$ cat src/atc_pkg.sv
// Package of constants and types for the asynchronous timer clocking block
package atc_pkg;
  // ============================================================
  // Register byte offsets
  localparam logic [7:0] ATC_OFF_CNT  = 8'h00;
  localparam logic [7:0] ATC_OFF_CMP  = 8'h04;
  localparam logic [7:0] ATC_OFF_CTL  = 8'h08;
  localparam logic [7:0] ATC_OFF_ASR  = 8'h0C;
  localparam logic [7:0] ATC_OFF_GTC  = 8'h10;
  localparam logic [7:0] ATC_OFF_IEN  = 8'h14;
  localparam logic [7:0] ATC_OFF_FLG  = 8'h18;
  // ============================================================
  // Field positions
  localparam int ATC_CTL_CS_LSB    = 0;
  localparam int ATC_ASR_CTL_BUSY  = 0;
  localparam int ATC_ASR_CMP_BUSY  = 1;
  localparam int ATC_ASR_CNT_BUSY  = 2;
  localparam int ATC_ASR_EXTERNAL_CLOCK_SELECT     = 4;
  localparam int ATC_ASR_ASYNC     = 5;
  localparam int ATC_GTC_PSR       = 1;
  localparam int ATC_IEN_OVF       = 0;
  localparam int ATC_IEN_CMP       = 1;
  localparam int ATC_FLG_OVF       = 0;
  localparam int ATC_FLG_CMP       = 1;
  // ============================================================
  // Reset values
  localparam logic [7:0] ATC_RST_BYTE = 8'h00;
  // ============================================================
  // Clock select codes
  typedef enum logic [2:0] {
    ATC_CS_STOP = 3'h0, ATC_CS_DIV1 = 3'h1, ATC_CS_DIV8 = 3'h2, ATC_CS_DIV32 = 3'h3,
    ATC_CS_DIV64 = 3'h4, ATC_CS_DIV128 = 3'h5, ATC_CS_DIV256 = 3'h6, ATC_CS_DIV1024 = 3'h7
  } atc_cs_t;
  // Commit stages in oscillator edges
  localparam int ATC_COMMIT_EDGES = 2;
  // ============================================================
  // Holding register commit states
  typedef enum logic [1:0] {
    ATC_HS_IDLE = 2'b00, ATC_HS_EDGE1 = 2'b01, ATC_HS_EDGE2 = 2'b11
  } atc_hstate_t;
endpackage

$ cat src/atc_hold.sv
// Holding register with update-busy flag, committed on tick_edge strobes (oscillator edges in async mode, every I/O cycle otherwise)
`timescale 1ns/1ps
`default_nettype none
module atc_hold
  import atc_pkg::*;
(
  input  wire logic       mclk,
  input  wire logic       srst,
  input  wire logic       wr_en,
  input  wire logic [7:0] wr_data,
  input  wire logic       tick_edge,
  output logic            busy_ff,
  output logic            commit_ff,
  output logic [7:0]      hold_ff
);
  atc_hstate_t st_ff;
  atc_hstate_t nxt_st;
  // ============================================================
  // Commit sequencing
  always_comb begin
    nxt_st = st_ff;
    case (st_ff)
      ATC_HS_IDLE: begin
        if (wr_en) nxt_st = ATC_HS_EDGE1;
      end
      ATC_HS_EDGE1: begin
        if (tick_edge) nxt_st = ATC_HS_EDGE2;
      end
      ATC_HS_EDGE2: begin
        if (tick_edge) nxt_st = ATC_HS_IDLE;
      end
      default: nxt_st = ATC_HS_IDLE;
    endcase
  end
  always_ff @(posedge mclk) begin
    if (srst) begin
      st_ff     <= ATC_HS_IDLE;
      busy_ff   <= 1'b0;
      commit_ff <= 1'b0;
      hold_ff   <= ATC_RST_BYTE;
    end else begin
      st_ff     <= nxt_st;
      busy_ff   <= (nxt_st != ATC_HS_IDLE);
      commit_ff <= (st_ff == ATC_HS_EDGE2) && tick_edge;
      if (wr_en && st_ff == ATC_HS_IDLE) begin
        hold_ff <= wr_data;
      end
    end
  end
  busy_clear_a: assert property (@(posedge mclk) disable iff (srst)
    commit_ff |-> !busy_ff) else $error("busy still set after commit");
  two_edges_a: assert property (@(posedge mclk) disable iff (srst)
    $rose(busy_ff) |-> !commit_ff [*2]) else $error("commit too early");
endmodule
`default_nettype wire

$ cat src/atc_top.sv
// Timer clock selection, prescaler and asynchronous register crossing
//
// Implementation choices: the placing of the registers and the APB interface to the registers.
`timescale 1ns/1ps
`default_nettype none
// Overview of operation
// Synchronous timer tick is a clock enable on the I/O clock.
// Writes to counter, compare, control go to holding; commit after two oscillator edges.
// Each of those three registers has its own holding register.
// One busy flag per holding register, cleared when committed.
// Software must not rewrite a register while its write is pending.
// CPU clock must exceed four times the oscillator frequency.
// Software follows the safe clock-source switching sequence.
// Compare match suppressed while compare or counter write is pending.
// Software waits for updates to finish before sleep.
// Interrupt logic needs one oscillator cycle to reset after wake-up.
// Wake-up starts on the timer cycle after the interrupt condition.
// Counter reads come from a copy refreshed on each oscillator edge.
// Software writes compare or control, waits busy, then reads counter.
// Interrupt flag crossing takes three CPU cycles plus one timer cycle.
// Compare output changes on the timer clock, unsynchronised to CPU.
// Source clock is I/O clock; async select takes oscillator pin.
// Async select releases both oscillator pins from port function.
// Software sets external clock select when pin is externally driven.
// Oscillator keeps running in async mode except power-down and standby.
// Register contents are lost after power-down or standby wake-up.
// Prescaler gives 1, 8, 32, 64, 128, 256, 1024 and stop.
// Prescaler reset bit restarts division from a known phase.
// Clock select codes 000 stop, 001 undivided, then 8 to 1024.
// Prescaler reset request is carried safely into the source domain.
module atc_top
  import atc_pkg::*;
(
  input  wire logic        mclk,
  input  wire logic        srst,
  input  wire logic        psel,
  input  wire logic        penable,
  input  wire logic        pwrite,
  input  wire logic [7:0]  paddr,
  input  wire logic [31:0] pwdata,
  output logic             pready,
  output logic [31:0]      prdata,
  output logic             pslverr,
  input  wire logic        osc_input_pin,
  input  wire logic        deep_sleep,
  output logic             osc_run,
  output logic             osc_pins_released,
  output logic             compare_output_a,
  output logic             wake_request,
  output logic             irq
);
  // ============================================================
  // Pin synchroniser and oscillator edge
  logic        osc_s1_ff, osc_s2_ff, osc_s3_ff;
  logic        async_clock_select_ff, external_clock_select_ff;
  always_ff @(posedge mclk) begin
    if (srst) begin
      osc_s1_ff <= 1'b0;
      osc_s2_ff <= 1'b0;
      osc_s3_ff <= 1'b0;
    end else begin
      osc_s1_ff <= osc_input_pin;
      osc_s2_ff <= osc_s1_ff;
      osc_s3_ff <= osc_s2_ff;
    end
  end
  wire osc_edge = osc_s2_ff & ~osc_s3_ff;
  // Source clock enable: every I/O cycle, or each oscillator edge
  wire src_en = async_clock_select_ff ? osc_edge : 1'b1;
  // ============================================================
  // APB decode
  wire acc     = psel & penable;
  wire wr      = acc & pwrite;
  wire hit_cnt = (paddr == ATC_OFF_CNT);
  wire hit_cmp = (paddr == ATC_OFF_CMP);
  wire hit_ctl = (paddr == ATC_OFF_CTL);
  wire hit_asr = (paddr == ATC_OFF_ASR);
  wire hit_gtc = (paddr == ATC_OFF_GTC);
  wire hit_ien = (paddr == ATC_OFF_IEN);
  wire hit_flg = (paddr == ATC_OFF_FLG);
  wire mapped  = hit_cnt | hit_cmp | hit_ctl | hit_asr | hit_gtc | hit_ien | hit_flg;
  // ============================================================
  // Holding registers
  logic       cnt_busy, cmp_busy, ctl_busy;
  logic       cnt_commit, cmp_commit, ctl_commit;
  logic [7:0] cnt_hold, cmp_hold, ctl_hold;
  // Synchronous mode commits after two I/O cycles
  wire hold_edge = async_clock_select_ff ? osc_edge : 1'b1;
  atc_hold u_cnt_hold (
    .mclk(mclk), .srst(srst), .wr_en(wr & hit_cnt), .wr_data(pwdata[7:0]),
    .tick_edge(hold_edge), .busy_ff(cnt_busy), .commit_ff(cnt_commit), .hold_ff(cnt_hold));
  atc_hold u_cmp_hold (
    .mclk(mclk), .srst(srst), .wr_en(wr & hit_cmp), .wr_data(pwdata[7:0]),
    .tick_edge(hold_edge), .busy_ff(cmp_busy), .commit_ff(cmp_commit), .hold_ff(cmp_hold));
  atc_hold u_ctl_hold (
    .mclk(mclk), .srst(srst), .wr_en(wr & hit_ctl), .wr_data(pwdata[7:0]),
    .tick_edge(hold_edge), .busy_ff(ctl_busy), .commit_ff(ctl_commit), .hold_ff(ctl_hold));
  // ============================================================
  // Destination registers
  logic [7:0] async_counter_ff, compare_value_a_ff, timer_control_a_ff, cnt_copy_ff;
  logic [1:0] irq_en_ff;
  logic       psr_req_ff, psr_s1_ff, psr_s2_ff;
  logic [9:0] presc_ff;
  logic       tick_ff;
  wire  [2:0] clock_select_field = timer_control_a_ff[ATC_CTL_CS_LSB +: 3];
  // ============================================================
  // Prescaler reset crossing into the source domain
  always_ff @(posedge mclk) begin
    if (srst) begin
      psr_req_ff <= 1'b0;
      psr_s1_ff  <= 1'b0;
      psr_s2_ff  <= 1'b0;
    end else begin
      if (wr & hit_gtc & pwdata[ATC_GTC_PSR]) psr_req_ff <= 1'b1;
      else if (psr_s2_ff) psr_req_ff <= 1'b0;
      if (src_en) psr_s1_ff <= psr_req_ff;
      if (src_en) psr_s2_ff <= psr_s1_ff;
    end
  end
  wire psr_pending = psr_req_ff | psr_s2_ff;
  // ============================================================
  // Prescaler and tick selection
  logic tick_sel;
  always_comb begin
    case (atc_cs_t'(clock_select_field))
      ATC_CS_STOP:    tick_sel = 1'b0;
      ATC_CS_DIV1:    tick_sel = 1'b1;
      ATC_CS_DIV8:    tick_sel = (presc_ff[2:0] == 3'h7);
      ATC_CS_DIV32:   tick_sel = (presc_ff[4:0] == 5'h1F);
      ATC_CS_DIV64:   tick_sel = (presc_ff[5:0] == 6'h3F);
      ATC_CS_DIV128:  tick_sel = (presc_ff[6:0] == 7'h7F);
      ATC_CS_DIV256:  tick_sel = (presc_ff[7:0] == 8'hFF);
      ATC_CS_DIV1024: tick_sel = (presc_ff == 10'h3FF);
      default:        tick_sel = 1'b0;
    endcase
  end
  wire tick = src_en & tick_sel;
  always_ff @(posedge mclk) begin
    if (srst) begin
      presc_ff <= 10'h000;
      tick_ff  <= 1'b0;
    end else begin
      if (src_en && psr_s2_ff) presc_ff <= 10'h000;
      else if (src_en) presc_ff <= presc_ff + 10'h001;
      tick_ff <= tick;
    end
  end
  // ============================================================
  // Counter, compare and output
  wire match_block = cmp_busy | cnt_busy;
  wire cmp_match   = tick & (async_counter_ff == compare_value_a_ff) & ~match_block;
  logic ovf_raw_ff, cmp_raw_ff, osc_tick_ff;
  always_ff @(posedge mclk) begin
    if (srst) begin
      async_counter_ff   <= ATC_RST_BYTE;
      compare_value_a_ff <= ATC_RST_BYTE;
      timer_control_a_ff <= ATC_RST_BYTE;
      compare_output_a   <= 1'b0;
      ovf_raw_ff         <= 1'b0;
      cmp_raw_ff         <= 1'b0;
    end else begin
      if (cnt_commit) async_counter_ff <= cnt_hold;
      else if (tick) async_counter_ff <= async_counter_ff + 8'h01;
      if (cmp_commit) compare_value_a_ff <= cmp_hold;
      if (ctl_commit) timer_control_a_ff <= ctl_hold;
      if (cmp_match) compare_output_a <= ~compare_output_a;
      ovf_raw_ff <= tick & (async_counter_ff == 8'hFF);
      cmp_raw_ff <= cmp_match;
    end
  end
  // ============================================================
  // Flag crossing: wait one timer cycle, then three CPU cycles
  logic [1:0] flg_wait_ff, flg_d1_ff, flg_d2_ff, flags_ff;
  wire  [1:0] raw = {cmp_raw_ff, ovf_raw_ff};
  wire  [1:0] flg_clr = (wr & hit_flg) ? pwdata[1:0] : 2'b00;
  always_ff @(posedge mclk) begin
    if (srst) begin
      flg_wait_ff <= 2'b00;
      flg_d1_ff   <= 2'b00;
      flg_d2_ff   <= 2'b00;
      flags_ff    <= 2'b00;
      osc_tick_ff <= 1'b0;
      cnt_copy_ff <= ATC_RST_BYTE;
    end else begin
      osc_tick_ff <= hold_edge;
      flg_wait_ff <= (flg_wait_ff & ~{2{osc_tick_ff}}) | raw;
      flg_d1_ff   <= flg_wait_ff & {2{osc_tick_ff}};
      flg_d2_ff   <= flg_d1_ff;
      flags_ff    <= (flags_ff & ~flg_clr) | flg_d2_ff;
      if (src_en) cnt_copy_ff <= async_counter_ff;
    end
  end
  // ============================================================
  // Wake-up one timer cycle after the condition; interrupt from the crossed flags
  logic wake_arm_ff;
  wire  pend_irq = |(flags_ff & irq_en_ff);
  always_ff @(posedge mclk) begin
    if (srst) begin
      wake_arm_ff  <= 1'b0;
      wake_request <= 1'b0;
      irq          <= 1'b0;
    end else begin
      if (|(raw & irq_en_ff)) wake_arm_ff <= 1'b1;
      else if (hold_edge) wake_arm_ff <= 1'b0;
      if (wake_arm_ff && hold_edge) wake_request <= 1'b1;
      else if (!wake_arm_ff) wake_request <= 1'b0;
      irq <= pend_irq;
    end
  end
  // ============================================================
  // Status, mode and pin control
  always_ff @(posedge mclk) begin
    if (srst) begin
      async_clock_select_ff    <= 1'b0;
      external_clock_select_ff <= 1'b0;
      irq_en_ff                <= 2'b00;
      osc_run                  <= 1'b0;
      osc_pins_released        <= 1'b0;
    end else begin
      if (wr & hit_asr) begin
        async_clock_select_ff    <= pwdata[ATC_ASR_ASYNC];
        external_clock_select_ff <= pwdata[ATC_ASR_EXTERNAL_CLOCK_SELECT];
      end
      if (wr & hit_ien) irq_en_ff <= pwdata[1:0];
      osc_run           <= async_clock_select_ff & ~external_clock_select_ff & ~deep_sleep;
      osc_pins_released <= async_clock_select_ff;
    end
  end
  // ============================================================
  // APB read and response
  wire [7:0] asr_rd = {2'b00, async_clock_select_ff, external_clock_select_ff, 1'b0,
                       cnt_busy, cmp_busy, ctl_busy};
  wire [7:0] rd_byte = hit_cnt ? (async_clock_select_ff ? cnt_copy_ff : async_counter_ff) :
                       hit_cmp ? compare_value_a_ff :
                       hit_ctl ? timer_control_a_ff :
                       hit_asr ? asr_rd :
                       hit_gtc ? {6'h00, psr_pending, 1'b0} :
                       hit_ien ? {6'h00, irq_en_ff} :
                       hit_flg ? {6'h00, flags_ff} : 8'h00;
  always_ff @(posedge mclk) begin
    if (srst) begin
      pready  <= 1'b0;
      prdata  <= 32'h0000_0000;
      pslverr <= 1'b0;
    end else begin
      pready  <= psel & ~penable;
      pslverr <= psel & ~penable & ~mapped;
      prdata  <= {24'h00_0000, rd_byte};
    end
  end
  // ============================================================
  // Checks
  match_block_a: assert property (@(posedge mclk) disable iff (srst)
    (cmp_busy | cnt_busy) |-> ##1 !cmp_raw_ff) else $error("match while pending");
  flag_delay_a: assert property (@(posedge mclk) disable iff (srst)
    $rose(flags_ff[0]) |-> $past(flg_d1_ff[0], 2)) else $error("flag crossing short");
  pins_follow_a: assert property (@(posedge mclk) disable iff (srst)
    async_clock_select_ff |=> osc_pins_released) else $error("pins not released");
  copy_track_a: assert property (@(posedge mclk) disable iff (srst)
    (async_clock_select_ff && osc_edge) |=> cnt_copy_ff == $past(async_counter_ff))
    else $error("counter copy stale");
  sync_tick_a: assert property (@(posedge mclk) disable iff (srst)
    (!async_clock_select_ff && clock_select_field == 3'h1) |-> src_en)
    else $error("tick not every cycle");
  stop_code_a: assert property (@(posedge mclk) disable iff (srst)
    (clock_select_field == 3'h0) |-> !tick) else $error("stopped timer ticked");
  presc_clr_a: assert property (@(posedge mclk) disable iff (srst)
    (src_en && psr_s2_ff) |=> presc_ff == 10'h000) else $error("prescaler not reset");
  wake_next_a: assert property (@(posedge mclk) disable iff (srst)
    $rose(wake_request) |-> $past(wake_arm_ff)) else $error("wake without condition");
endmodule
`default_nettype wire

$ cat config.mk
export PLATFORM = sky130hd
export DESIGN_NAME = atc_top
export DESIGN_NICKNAME = d
export VERILOG_FILES = /design/src/atc_pkg.sv /design/src/atc_hold.sv /design/src/atc_top.sv
export SDC_FILE = /design/constraint.sdc
export NUM_CORES = 1
export LEC_CHECK = 0
export BUFFER_PORTS_ARGS = -buffer_cell sky130_fd_sc_hd__buf_2
export CAP_MARGIN = 20
export CORE_MARGIN = 3
export CORE_UTILIZATION = 35
export CTS_CLUSTER_SIZE = 20
export DETAILED_ROUTE_END_ITERATION = 8
export HOLD_SLACK_MARGIN = 0.08
export PLACE_DENSITY = 0.5
export SLEW_MARGIN = 20
export SYNTH_ARGS = -nofsm -noshare
export SYNTH_HDL_FRONTEND = slang
export SYNTH_SLANG_ARGS = --single-unit
$ cat constraint.sdc
create_clock -name mclk -period 3.9 [get_ports mclk]
set_input_delay 0 -clock mclk [delete_from_list [all_inputs] [get_ports mclk]]
set_output_delay 0 -clock mclk [all_outputs]
set_load 0.01 [all_outputs]
==> flow_summary.yaml <==
sta:
  finalHoldViolCount: 0
  period_share_pct: 62.59
  min_period_ns: 2.441
  worstMarginPinSlew_ns: 0.9302
  max_freq_mhz: 409.7
  fin_hold_ws_ns: 0.1077
  relSlewSlack_pct: 37.83
  setup_tns_ns: 0
  clock_skew_ns: 0.006796
  rsz0062_at_grt: "no"
  drv_slew: 0
  setup_viol: 0
logic_synthesis:
  synth.cell_area_um2: 4868
  synth.area.top_cells: "dfxtp_1 (47%), mux2i_1 (11%), nor2_1 (6.4%)"
  synth_top_cell_by_area: "dfxtp_1"
  ys_seq_area_share_pct: 47.29
  ys_types: 53
  synth-main-ff-cell: "dfxtp_1"
  synth_edf_count: 0
  ys_seq_elements: 115
  yosys.area.top_type_share_pct: 47.29
  synth_cells: 523
  ys_warn_count: 0
  ys_async_sr_fraction_pct: 0
  syn_avg_cell_area_um2: 9.309
routing:
  viasPerCell: 4.833
  ant_nets: 0
  wire_per_inst_um: 15.50
  vias: 3654
  drc: 0
  first_pass_iters: 5
  drtIter0Drc: 214
  routed_wl_um: 11720
place:
  place_area_um2: 5067
  dp_hpwl_um: 7653
  gp_congestion: 0.7789
  io_buffers: 37
  dpl.cell_count: 704
clocking:
  cts_hold_buf: 20
  clockRootBuffer: "clkbuf_16"
  htree_levels: 4
  cts_num_sinks: 115
  clk_latency_ns: 0.41
  cts_tree: "done"
  cts_buffers: 17
  cts_buffer_depth: 2
  post_cts_buffers: 0
  post_cts_resized: 0
  cts.clk_slew.worst_paths_ns: 0.05
critical_path:
  cpPeakStageDelay_ns: 0.55
  worstPathCellList: "ha_1 > ha_1 > a211oi_1 > a221oi_2 > nand4_2 > nor4_2 > mux2_1"
  critical_path_class: "register to register"
  cp_max_fo: 10
  crit_arrival_ns: 2.73
  crit_path_top_delay_cell: "nor4_2"
  cp.required_ns: 4.19
  crit_family: "simple AND/OR/NAND/NOR gates"
  worst-path-buf-inv: 0
  endpoint_kind: "register"
  crit_top_cell: "ha_1"
  cp-start-kind: "register"
final_layout:
  final_common_cell: "dfxtp_1"
  layout-drive-gt1-share_pct: 14.14
  layout.cells.non_filler: 756
  fin_area_um2: 5919
  antennaDiodeCount: 0
  num-fill-cells: 1277
  syn2layout_area_growth_pct: 21.59
  post-route-util_pct: 44.17
  final_cell_mix: "dfxtp_1 (115), nor2_1 (83), mux2i_1 (54)"
  fin_nets: 617
floorplanning:
  core_area_um2: 13400
  ioPinCount: 86
  num_rows: 42
  die_width_um: 123.9
  initial_utilization_pct: 36.33
  die_y_um: 123.9
  die_area_um2: 15360
grt:
  gr-total-overflow: 0
  grt_pass1_wl_um: 19020
  grt_use_total_pct: 16.39
  grt_max_degree: 43
  first_global_vias: 3552
  antenna_found_initial: 0
power_and_ir_drop:
  comb_power_share_pct: 3.3
  power_density_nw_per_um2: 505.4
  p_sw_w: 0.0005945
  p_sw_share_pct: 19.87
  pwr-share-clk_pct: 57.0
  ir_drop_v: 0.0002974
  leakage_nw: 2.395
  seqPwrFrac_pct: 39.7
  intPower_w: 0.002397
run_status:
  run_status: "finished, final reports clean"
flow_run:
  maxCapViolCount: 0
min_path:
  hp-class: "input port to register"
-- metal layers --
| layer | GRT usage, % | vias up | wire [µm] |
|---|---|---|---|
| li1 | - | 1840 | - |
| met1 | 21.76 | 1713 | 5479 |
| met2 | 26.02 | 84 | 5541 |
| met3 | 3.588 | 17 | 503 |
| met4 | 6.434 | 0 | 194 |
| met5 | 0 | - | 0 |
-- cell type report --
cell class / count / area, µm² / area share, %
multi-input combinational: 365 / 2307 / 38.98
sequential: 115 / 2302 / 38.89
clock buffer: 22 / 474.2 / 8.011
timing repair buffer: 60 / 407.9 / 6.891
tap: 176 / 220.2 / 3.720
clock inverter: 10 / 177.7 / 3.001
inverter: 8 / 30.03 / 0.5073
-- power by group through the flow --
stage / clock, W / combinational, W / sequential [W]
6_report: 0.00171 / 0.0000981 / 0.00119
5_1_grt: 0.00179 / 0.000110 / 0.00119
4_1_cts: 0.00173 / 0.0000979 / 0.00119
3_5_place_dp: 0 / 0.0000839 / 0.00121
3_3_place_gp: 0 / 0.0000832 / 0.00121
2_1_floorplan: 0 / 0.0000715 / 0.00121
-- stage by stage --
stage	setup slack, ns	power (W)
6_report	1.459	0.002991
5_1_grt	1.306	0.003088
3_3_place_gp	1.500	0.001295
3_5_place_dp	1.429	0.001296
2_1_floorplan	1.899	0.001282
4_1_cts	1.420	0.003017
-- cell usage after synthesis, drive strengths merged, types with 4 or more instances --
| master | instances |
|---|---|
| a211oi | 9 |
| a21oi | 29 |
| buf | 32 |
| clkbuf | 26 |
| dfxtp | 115 |
| inv | 7 |
| mux2i | 54 |
| nand2 | 39 |
| nand3 | 21 |
| nand4 | 4 |
| nor2 | 83 |
| nor2b | 12 |
| nor3 | 4 |
| nor3b | 8 |
| nor4 | 7 |
| o31a | 4 |
| xnor2 | 17 |
-- flip-flops by register name, summed over array words and instances (netlist names), 2 cells and up --
register / cells
presc_ff: 10
flg_d1_ff: 2
u_cmp_hold.hold_ff: 8
u_cmp_hold.st_ff: 2
flg_wait_ff: 2
flg_d2_ff: 2
prdata: 8
flags_ff: 2
timer_control_a_ff: 8
async_counter_ff: 8
u_ctl_hold.hold_ff: 8
compare_value_a_ff: 8
u_cnt_hold.st_ff: 2
irq_en_ff: 2
u_cnt_hold.hold_ff: 8
cnt_copy_ff: 8
u_ctl_hold.st_ff: 2
-- worst min-delay path, stage by stage --
cell     delay, ns
buf_2         0.10
nand3_1       0.12
nor4b_2       0.10
nand3_1       0.08
a21oi_1       0.06
-- cells by family (layout without fill, tap and decap cells) --
group | after synthesis | after routing | synth area share (%)
buffers and inverters | 66 | 100 | 7.093
AO/OA/AOI/OAI | 65 | 65 | 9.304
other | 1 | 24 | 0.07703
XOR/XNOR | 19 | 19 | 3.418
AND/OR/NAND/NOR | 195 | 195 | 19.33
multiplexers | 59 | 59 | 12.72
flip-flops | 115 | 115 | 47.29
adder cells (fa/ha/maj) | 3 | 3 | 0.7711
-- worst paths after layout --
path                                    endpoint         from  cells past startpoint  slack (ns)
worst max register to register  compare_output_a  presc_ff[0]                      7        1.46
worst min register to register         osc_s2_ff    osc_s1_ff                      1        0.44
worst min-delay path                  psr_req_ff         psel                      5        0.11
worst max-delay path            compare_output_a  presc_ff[0]                      7        1.46
No activity file was read; power rests on OpenSTA's default activity.
